==> src/rtl/twi_evt_pkg.sv <==
// constants for the two-wire event, shortcut and interrupt block
// assumes a 32-bit apb register bus with byte addresses
package twi_evt_pkg;
  localparam int unsigned NUM_EVT = 6;
  localparam int unsigned AW      = 12;
  // event index order inside the flag vector
  localparam int unsigned EV_STOPPED = 0;
  localparam int unsigned EV_RXD     = 1;
  localparam int unsigned EV_TXD     = 2;
  localparam int unsigned EV_ERROR   = 3;
  localparam int unsigned EV_BOUND   = 4;
  localparam int unsigned EV_PAUSED  = 5;
  // task trigger offsets
  localparam logic [AW-1:0] TASK_HALT_OFF   = 12'h014;
  localparam logic [AW-1:0] TASK_PAUSE_OFF  = 12'h01c;
  localparam logic [AW-1:0] TASK_RESUME_OFF = 12'h020;
  // event flag offsets, one word each, in event index order
  localparam logic [NUM_EVT*AW-1:0] EVT_OFFS = {
    12'h148, 12'h138, 12'h124, 12'h11c, 12'h108, 12'h104};
  localparam logic [AW-1:0] SHORTCUT_OFF = 12'h200;
  localparam logic [AW-1:0] IRQ_SET_OFF  = 12'h304;
  localparam logic [AW-1:0] IRQ_CLR_OFF  = 12'h308;
  // enable bit positions, in event index order
  localparam logic [NUM_EVT*5-1:0] EN_POS = {
    5'h12, 5'h0e, 5'h09, 5'h07, 5'h02, 5'h01};
  localparam int unsigned SC_PAUSE_BIT = 0;
  localparam int unsigned SC_HALT_BIT  = 1;
  localparam int unsigned TASK_BIT     = 0;
  localparam int unsigned FLAG_BIT     = 0;
  localparam logic [1:0]   SC_RESET    = 2'h0;
  localparam logic [NUM_EVT-1:0] EN_RESET = 6'h00;
endpackage

==> src/rtl/twi_evt_irq.sv <==
// event flags, shortcuts and interrupt enables of a two-wire master
// assumes the engine's event pulses and ack strobe run on pclk
// Operation
// - paused event only after read ack, if requested
// - paused flag set on pause, held till cleared
// - shortcut bits pause and halt, reset zero
// - set-write enables stopped interrupt, reads back
// - set-write enables byte received interrupt
// - set-write enables byte sent interrupt
// - set-write enables error interrupt
// - set-write enables byte boundary interrupt
// - set-write enables paused interrupt
// - byte boundary event before each byte
// - clear-write disables interrupt, mirrors enable state
// - resume task releases paused transfer
//
// Decided for this implementation: the APB register port.
module twi_evt_irq (
  input  wire logic        pclk,
  input  wire logic        presetn,
  input  wire logic        psel,
  input  wire logic        penable,
  input  wire logic        pwrite,
  input  wire logic [11:0] paddr,
  input  wire logic [31:0] pwdata,
  output logic      [31:0] prdata,
  output logic             pready,
  output logic             pslverr,
  input  wire logic        stopped_event,
  input  wire logic        byte_received_event,
  input  wire logic        byte_sent_event,
  input  wire logic        error_event,
  input  wire logic        byte_boundary_event,
  input  wire logic        read_ack_done,
  output logic             pause_task,
  output logic             halt_task,
  output logic             resume_task,
  output logic             engine_paused,
  output logic             irq
);
  localparam int unsigned N = twi_evt_pkg::NUM_EVT;

  function automatic logic [4:0] en_pos(input int unsigned i);
    en_pos = twi_evt_pkg::EN_POS[i*5 +: 5];
  endfunction

  function automatic logic [31:0] pack_en(input logic [N-1:0] v);
    pack_en = 32'h0000_0000;
    for (int i = 0; i < N; i++) begin
      pack_en[en_pos(i)] = v[i];
    end
  endfunction

  function automatic logic [N-1:0] unpack_en(input logic [31:0] w);
    for (int i = 0; i < N; i++) begin
      unpack_en[i] = w[en_pos(i)];
    end
  endfunction

  logic [N-1:0] flag_reg;
  logic [N-1:0] flag_next;
  logic [N-1:0] en_reg;
  logic [N-1:0] en_next;
  logic [1:0]   sc_reg;
  logic [1:0]   sc_next;
  logic         pend_reg;
  logic         pend_next;
  logic         paused_reg;
  logic         paused_next;
  logic [31:0]  rdata_reg;
  logic [31:0]  rdata_next;

  // bus decode
  // a task word acts on bit 0 only and reads back as zero
  wire setup_ph = psel & ~penable;
  wire wr_acc   = psel & penable & pwrite;
  wire wbit     = pwdata[twi_evt_pkg::TASK_BIT];
  wire hit_halt = paddr == twi_evt_pkg::TASK_HALT_OFF;
  wire hit_pse  = paddr == twi_evt_pkg::TASK_PAUSE_OFF;
  wire hit_res  = paddr == twi_evt_pkg::TASK_RESUME_OFF;
  wire hit_sc   = paddr == twi_evt_pkg::SHORTCUT_OFF;
  wire hit_set  = paddr == twi_evt_pkg::IRQ_SET_OFF;
  wire hit_clr  = paddr == twi_evt_pkg::IRQ_CLR_OFF;
  logic [N-1:0] hit_evt;
  for (genvar g = 0; g < N; g++) begin : g_hit
    assign hit_evt[g] = paddr == twi_evt_pkg::EVT_OFFS[g*12 +: 12];
  end
  wire hit_task = hit_halt | hit_pse | hit_res;
  wire mapped   = hit_task | hit_sc | hit_set | hit_clr | (|hit_evt);

  // task triggers: software write, or boundary shortcut in the same cycle
  wire sw_pause  = wr_acc & hit_pse & wbit;
  wire sw_halt   = wr_acc & hit_halt & wbit;
  wire sc_pause  = byte_boundary_event & sc_reg[twi_evt_pkg::SC_PAUSE_BIT];
  wire sc_halt   = byte_boundary_event & sc_reg[twi_evt_pkg::SC_HALT_BIT];
  assign pause_task  = sw_pause | sc_pause;
  assign halt_task   = sw_halt | sc_halt;
  assign resume_task = wr_acc & hit_res & wbit;

  // paused event: ack of a read completes while a pause is pending
  wire paused_evt = read_ack_done & pend_reg;
  assign pend_next = paused_evt | halt_task ? 1'b0 :
                     pause_task ? 1'b1 : pend_reg;
  // resume releases the hold; a fresh pause event wins over it
  assign paused_next = paused_evt ? 1'b1 :
                       resume_task | halt_task ? 1'b0 : paused_reg;

  // event flags: hardware set wins over a write-one clear
  wire [N-1:0] evt_in = {paused_evt, byte_boundary_event, error_event,
                         byte_sent_event, byte_received_event,
                         stopped_event};
  for (genvar g = 0; g < N; g++) begin : g_flag
    wire clr = wr_acc & hit_evt[g] & pwdata[twi_evt_pkg::FLAG_BIT];
    assign flag_next[g] = evt_in[g] | (flag_reg[g] & ~clr);
  end

  wire [N-1:0] wr_en_bits = unpack_en(pwdata);
  wire [N-1:0] en_set = (wr_acc & hit_set) ? wr_en_bits : '0;
  wire [N-1:0] en_clr = (wr_acc & hit_clr) ? wr_en_bits : '0;
  // zero bits leave the enable alone; a one in either register acts
  assign en_next = (en_reg | en_set)
                   & ~en_clr;
  assign sc_next = (wr_acc & hit_sc) ? pwdata[1:0] : sc_reg;

  // read data captured in setup so the access phase needs no wait
  wire [31:0] evt_rd = {31'h0, |(hit_evt & flag_reg)};
  wire [31:0] en_rd  = pack_en(en_reg);
  assign rdata_next = ~(setup_ph & ~pwrite) ? rdata_reg :
                      (hit_set | hit_clr) ? en_rd :
                      hit_sc ? {30'h0, sc_reg} :
                      (|hit_evt) ? evt_rd : 32'h0000_0000;

  // every access completes at once; unmapped ones answer with an error
  assign prdata        = rdata_reg;
  assign pready        = 1'b1;
  assign pslverr       = psel & penable & ~mapped;
  assign engine_paused = paused_reg;
  assign irq           = |(flag_reg & en_reg);

  always_ff @(posedge pclk or negedge presetn) begin
    if (!presetn) begin
      flag_reg   <= '0;
      en_reg     <= twi_evt_pkg::EN_RESET;
      sc_reg     <= twi_evt_pkg::SC_RESET;
      pend_reg   <= 1'b0;
      paused_reg <= 1'b0;
      rdata_reg  <= 32'h0000_0000;
    end else begin
      flag_reg   <= flag_next;
      en_reg     <= en_next;
      sc_reg     <= sc_next;
      pend_reg   <= pend_next;
      paused_reg <= paused_next;
      rdata_reg  <= rdata_next;
    end
  end
endmodule // twi_evt_irq

==> config.mk <==
export PLATFORM = sky130hd
export DESIGN_NAME = twi_evt_irq
export DESIGN_NICKNAME = d
export VERILOG_FILES = /design/src/rtl/twi_evt_pkg.sv /design/src/rtl/twi_evt_irq.sv
export SDC_FILE = /design/constraint.sdc
export NUM_CORES = 1
export LEC_CHECK = 0
export BUFFER_PORTS_ARGS = -buffer_cell sky130_fd_sc_hd__buf_2
export CORE_ASPECT_RATIO = 0.5
export CORE_MARGIN = 3
export CORE_UTILIZATION = 40
export DETAILED_ROUTE_END_ITERATION = 6
export PLACE_DENSITY = 0.77
export SLEW_MARGIN = 20
export SYNTH_ARGS = -nofsm -noshare
export SYNTH_HDL_FRONTEND = slang
export SYNTH_SLANG_ARGS = --single-unit
==> constraint.sdc <==
create_clock -name pclk -period 1.6 [get_ports pclk]
set_input_delay 0.24 -clock pclk [delete_from_list [all_inputs] [get_ports pclk]]
set_output_delay 0.24 -clock pclk [all_outputs]
set_load 0.02 [all_outputs]
After elaboration in Yosys (flattened, before gate mapping)
Index checks and enable logic that the tools add are counted.
Word-level totals
  register bits: 48
  output and inout port bits: 39
Operators by class
  eq/ne operators: 12
  muxes and demuxes: 9
  bitwise logic cells: 66
  reductions and logical operators: 5
Operators with widths (count)
  equality test 12 x 9 -> 1 bit, second input constant: 6
  equality test 12 x 10 -> 1 bit, second input constant: 3
  AND 1 bit: 35
  equality test 12 x 5 -> 1 bit, second input constant: 2
  2-to-1 mux 19 bit: 1
  AND 6 bit: 3
  OR reduction 6 bit: 3
  OR 1 bit: 17
  equality test 12 x 6 -> 1 bit, second input constant: 1
  2-to-1 mux 6 bit: 2
  NOT 1 bit: 9
  NOT 6 bit: 1
  OR 6 bit: 1
  2-to-1 mux 1 bit: 5
  nonzero test 2 bit: 2
  2-to-1 mux 2 bit: 1

Longest topological paths before layout
  depth in word-level cells: 9
  depth in mapped cells: 5
  mapped depth without buffers: 4

Worst setup path before layout
No wires, ideal clock.
  path kind: input -> output
  from: input paddr[3]
  to: output pslverr
  arrival: 1.561 ns
  data required time: 1.360 ns
  path slack: -0.201 ns
  cell stages on the path: 5
  buffers on the path: 1
  cell sequence: buf_6 -> xnor2_1 -> nor4b_4 -> or3_1 -> nor3_1
On the way
  cells in the longest elaborated chain, start to end: 9
  elaborated cells between the ends (all ways): 21
  those cells by class: eq/ne (12); bitwise (8); reduce/logical (1)
RTL lines
  from (decl): RTL line twi_evt_irq.sv:24  | input wire logic [11:0] paddr,
  equality test 12 x 5 -> 1 bit, on equally long branches: RTL line twi_evt_irq.sv:78, twi_evt_irq.sv:79
  OR 1 bit (2 in a row): RTL line twi_evt_irq.sv:88  | wire hit_task = hit_halt | hit_pse | hit_res;
  OR 1 bit (3 in a row): RTL line twi_evt_irq.sv:89  | wire mapped = hit_task | hit_sc | hit_set | hit_clr | (|hit_evt);
  OR 1 bit *: RTL line twi_evt_irq.sv:89
  NOT 1 bit *: RTL line twi_evt_irq.sv:136  | assign pslverr = psel & penable & ~mapped;
  AND 1 bit *: RTL line twi_evt_irq.sv:136
  to (decl): RTL line twi_evt_irq.sv:28  | output logic pslverr,
Mark *: on every way between the ends. The rest lies on a longest branch, timed or not.

Worst setup path after layout
  from: input paddr[2]
  to: output pslverr
Same word-level chain as after synthesis.

==> impl_metrics.prom <==
# TYPE chip_impl_metric gauge
chip_impl_metric{name="mux_share_of_post_synthesis_cell_area",unit=""} 0.0209
chip_impl_metric{name="synth_warnings",unit=""} 0
chip_impl_metric{name="clk_pin_slew_worst_paths",unit="ps"} 80
chip_impl_metric{name="grt_max_degree",unit=""} 24
chip_impl_metric{name="power.static_leakage",unit="nW"} 1.05
chip_impl_metric{name="mappedNetlistArea",unit="mm^2"} 0.00162
chip_impl_metric{name="area_delta_synth_final",unit="%"} 42.3
chip_impl_metric{name="cap_violations",unit=""} 0
chip_impl_metric{name="cts_max_level",unit=""} 1
chip_impl_metric{name="synth_cells",unit=""} 179
chip_impl_metric{name="post_synth_fa_ha_maj_area_fraction",unit=""} 0
chip_impl_metric{name="grt_antenna_before_repair",unit=""} 0
chip_impl_metric{name="wire_length_of_the_first_global_routing_pass",unit="um"} 7130
chip_impl_metric{name="ys_async_sr_fraction",unit=""} 1.00
chip_impl_metric{name="slew_headroom",unit=""} 0.662
chip_impl_metric{name="io_pins",unit=""} 94
chip_impl_metric{name="final_antenna_net_count",unit=""} 0
chip_impl_metric{name="synth_compound_area_frac",unit=""} 0.178
chip_impl_info{name="ys_top_cells_by_count",value="sky130_fd_sc_hd__buf_4, sky130_fd_sc_hd__nand2_1, sky130_fd_sc_hd__dfrtp_1, sky130_fd_sc_hd__a21oi_1"} 1
chip_impl_metric{name="required",unit="ps"} 1360
chip_impl_metric{name="final.period_utilization",unit=""} 1.14
chip_impl_metric{name="synthSimpleGateAreaFrac",unit=""} 0.280
chip_impl_metric{name="timing_max_transition_violations_final",unit=""} 0
chip_impl_metric{name="via_total_after_detailed_routing",unit=""} 1648
chip_impl_metric{name="report.final.setup_viol",unit=""} 4
chip_impl_metric{name="gr_met1_demand_resource",unit=""} 0.248
chip_impl_metric{name="first_iter_violations",unit=""} 119
chip_impl_info{name="result_of_the_run",value="finished, violations left"} 1
chip_impl_metric{name="num_antenna_cells",unit=""} 0
chip_impl_metric{name="layout_filler_cell_count",unit=""} 283
chip_impl_metric{name="fin_hold_ws",unit="ps"} 155
chip_impl_metric{name="max_frequency",unit="MHz"} 551
chip_impl_metric{name="layout-drive-gt1-share",unit=""} 0.436
chip_impl_metric{name="timing.critical_path.arrival",unit="ps"} 1580
chip_impl_metric{name="setup_total_negative_slack",unit="ps"} -341
chip_impl_metric{name="cts-buffers-inserted",unit=""} 3
chip_impl_metric{name="tritonroute_pass_1_iters",unit=""} 4
chip_impl_info{name="critPathCapture",value="pslverr"} 1
chip_impl_metric{name="largest_register_ff_count",unit=""} 7
chip_impl_metric{name="post_synth.cell_area_avg",unit="um^2"} 9.02
chip_impl_metric{name="net_count_reported_at_finish",unit=""} 315
chip_impl_metric{name="netlist.area_leader.share",unit=""} 0.356
chip_impl_metric{name="ff2ff_setup_slack",unit="ps"} 380
chip_impl_metric{name="ff2ff_path_depth",unit=""} 4
chip_impl_metric{name="fin_skew",unit="ps"} 1.54
chip_impl_info{name="timing.critical_path.from",value="paddr[2]"} 1
chip_impl_info{name="postSynth.topFlopCell",value="sky130_fd_sc_hd__dfrtp_1"} 1
chip_impl_info{name="criticalPathCategory",value="in -> out"} 1
chip_impl_info{name="violations_in_the_final_reports",value="negative setup slack"} 1
chip_impl_metric{name="post_drt_via_cell_ratio",unit=""} 5.32
chip_impl_metric{name="die_area",unit="mm^2"} 0.00488
chip_impl_info{name="synth_top_family_by_area",value="simple AND/OR/NAND/NOR gates"} 1
chip_impl_metric{name="first_global_vias",unit=""} 1522
chip_impl_metric{name="cts_max_path_buffers",unit=""} 2
chip_impl_metric{name="numClockSinks",unit=""} 23
chip_impl_info{name="clock_tree_from_tritoncts",value="done"} 1
chip_impl_metric{name="ys_ff_latch",unit=""} 23
chip_impl_metric{name="finalWorstPathRequiredPeriod",unit="ps"} 1820
chip_impl_metric{name="drt-wirelength-per-cell",unit="um"} 15.0
chip_impl_metric{name="yosys.area_share.xor_xnor",unit=""} 0.00542
chip_impl_metric{name="die_width",unit="um"} 95.9
chip_impl_metric{name="grt_util_met2",unit=""} 0.305
chip_impl_metric{name="rows",unit=""} 15
chip_impl_metric{name="synth-edff-count",unit=""} 0
chip_impl_metric{name="ys_types",unit=""} 52
chip_impl_metric{name="grt_overflow_total",unit=""} 0
chip_impl_metric{name="worst_slew_pin_tran",unit="ps"} 506
chip_impl_metric{name="path_max_fanout",unit=""} 7
chip_impl_info{name="rr_endpoint",value="prdata[0]$_DFFE_PN0P_"} 1
chip_impl_metric{name="remaining_drc_errors",unit=""} 0
chip_impl_metric{name="seq_area_frac_synth",unit=""} 0.356
chip_impl_metric{name="dp_slack",unit="ps"} -287
chip_impl_info{name="globalRoute.busiestLayer",value="met2"} 1
chip_impl_metric{name="dp_hpwl",unit="um"} 3380
chip_impl_info{name="worst_hold_path_type",value="in -> reg"} 1
chip_impl_info{name="worstReg2RegStart",value="flag_reg[3]$_DFF_PN0_"} 1
chip_impl_metric{name="power.density_cell_area",unit="mW/mm^2"} 546
chip_impl_info{name="synthMostInstantiatedCell",value="sky130_fd_sc_hd__buf_4"} 1
chip_impl_metric{name="timing.final.hold_violations",unit=""} 0
chip_impl_info{name="worstSetupEndpointType",value="output port"} 1
chip_impl_info{name="setup_repair_after_global_routing_missed_its_margin",value="true"} 1
chip_impl_metric{name="post_route_setup_slack",unit="ps"} -216
chip_impl_metric{name="peakVddDrop",unit="uV"} 421
chip_impl_metric{name="initial_util",unit=""} 0.444
chip_impl_metric{name="port-buffer-count",unit=""} 42
chip_impl_info{name="type_of_element_launching_the_critical_path",value="input pin"} 1
chip_impl_metric{name="use_met3",unit=""} 0.0353
chip_impl_metric{name="drt-total-wl",unit="um"} 4650
chip_impl_metric{name="groute.usage.overall",unit=""} 0.188
chip_impl_metric{name="post-route-util",unit=""} 0.631
chip_impl_metric{name="finalWeightedCongestion",unit=""} 0.930
chip_impl_metric{name="p_total",unit="mW"} 1.26
chip_impl_metric{name="coreArea",unit="mm^2"} 0.00364
chip_impl_info{name="cts-root-buf",value="sky130_fd_sc_hd__clkbuf_8"} 1
chip_impl_info{name="synth_top_cells_by_area",value="sky130_fd_sc_hd__dfrtp_1, sky130_fd_sc_hd__buf_4, sky130_fd_sc_hd__nand2_1"} 1
chip_impl_metric{name="clkLatencyLatePin",unit="ps"} 260
chip_impl_info{name="synth_top_cell_by_area",value="sky130_fd_sc_hd__dfrtp_1"} 1
chip_impl_metric{name="die_h",unit="um"} 50.9
==> area by class of cell <==
type	count	area, um^2	area share
Sequential cell	23	576	0.250
Timing Repair Buffer	85	616	0.268
Clock buffer	4	45.0	0.0196
Tap cell	51	63.8	0.0278
Inverter	3	11.3	0.00490
Multi-Input combinational cell	144	987	0.430
==> worst min-delay path by stage <==
stage                     depth (start not counted)  slack [ps]                     to     startpoint
after floorplan                                   0         -60    en_reg[0]$_DFF_PN0_        presetn
final                                             2         150    en_reg[5]$_DFF_PN0_     pwdata[18]
after detailed placement                          1         240  prdata[0]$_DFFE_PN0P_        presetn
after global placement                            1         230  sc_reg[0]$_DFFE_PN0P_        presetn
after CTS                                         2         150    en_reg[5]$_DFF_PN0_     pwdata[18]
after global routing                              2         160  flag_reg[0]$_DFF_PN0_  stopped_event
==> metrics by stage <==
step,cell area [um^2],cells
5_1_grt,2300,310
4_1_cts,2220,309
3_5_place_dp,2030,301
3_3_place_gp,2030,301
2_1_floorplan,1710,203
6_report,2300,310
==> cells by family (layout without fill, tap and decap cells) <==
| family | after synthesis | in the layout |
|---|---|---|
| xor+xnor | 1 | 1 |
| other cells | 2 | 26 |
| compound gates | 42 | 42 |
| mux | 3 | 3 |
| simple gates | 72 | 72 |
| buf+inv | 36 | 92 |
| flops | 23 | 23 |
==> worst max-delay path, stage by stage <==
cell,delay (ps)
sky130_fd_sc_hd__buf_2,150
sky130_fd_sc_hd__or4b_4,510
sky130_fd_sc_hd__a2111o_1,380
sky130_fd_sc_hd__o31ai_2,80
sky130_fd_sc_hd__nor3_2,60
sky130_fd_sc_hd__buf_4,150
==> routing by layer <==
layer  wire length [um]  share of wire  up-vias
li1                   -              -      765
met1               2000           0.43      776
met2               2180           0.47       93
met3                393          0.085       14
met4                 74          0.016        0
met5                  0              0        -
==> placed cells by master (no fill, tap or decap), drive strengths merged, types with 5 or more instances in the layout <==
cell / n
nand2: 25
nand3: 5
buf: 83
o21ai: 9
nor4: 5
dfrtp: 23
nor3: 5
clkbuf: 5
nor2: 6
conb: 26
a21oi: 12
==> what timing repair did <==
action	in CTS	in global routing
pin swaps	10	10
endpoints found under the setup margin	5	12
hold buffers	1	0
buffers inserted	3	3
gates resized for setup	25	15
hold endpoints to repair	23	0
==> power breakdown <==
| group | switching (mW) | internal (mW) | total, mW |
|---|---|---|---|
| Clock | 0.176 | 0.178 | 0.354 |
| Combinational | 0.181 | 0.126 | 0.307 |
| Sequential | 0.00608 | 0.589 | 0.595 |
Power figures use the tool's default switching activity.
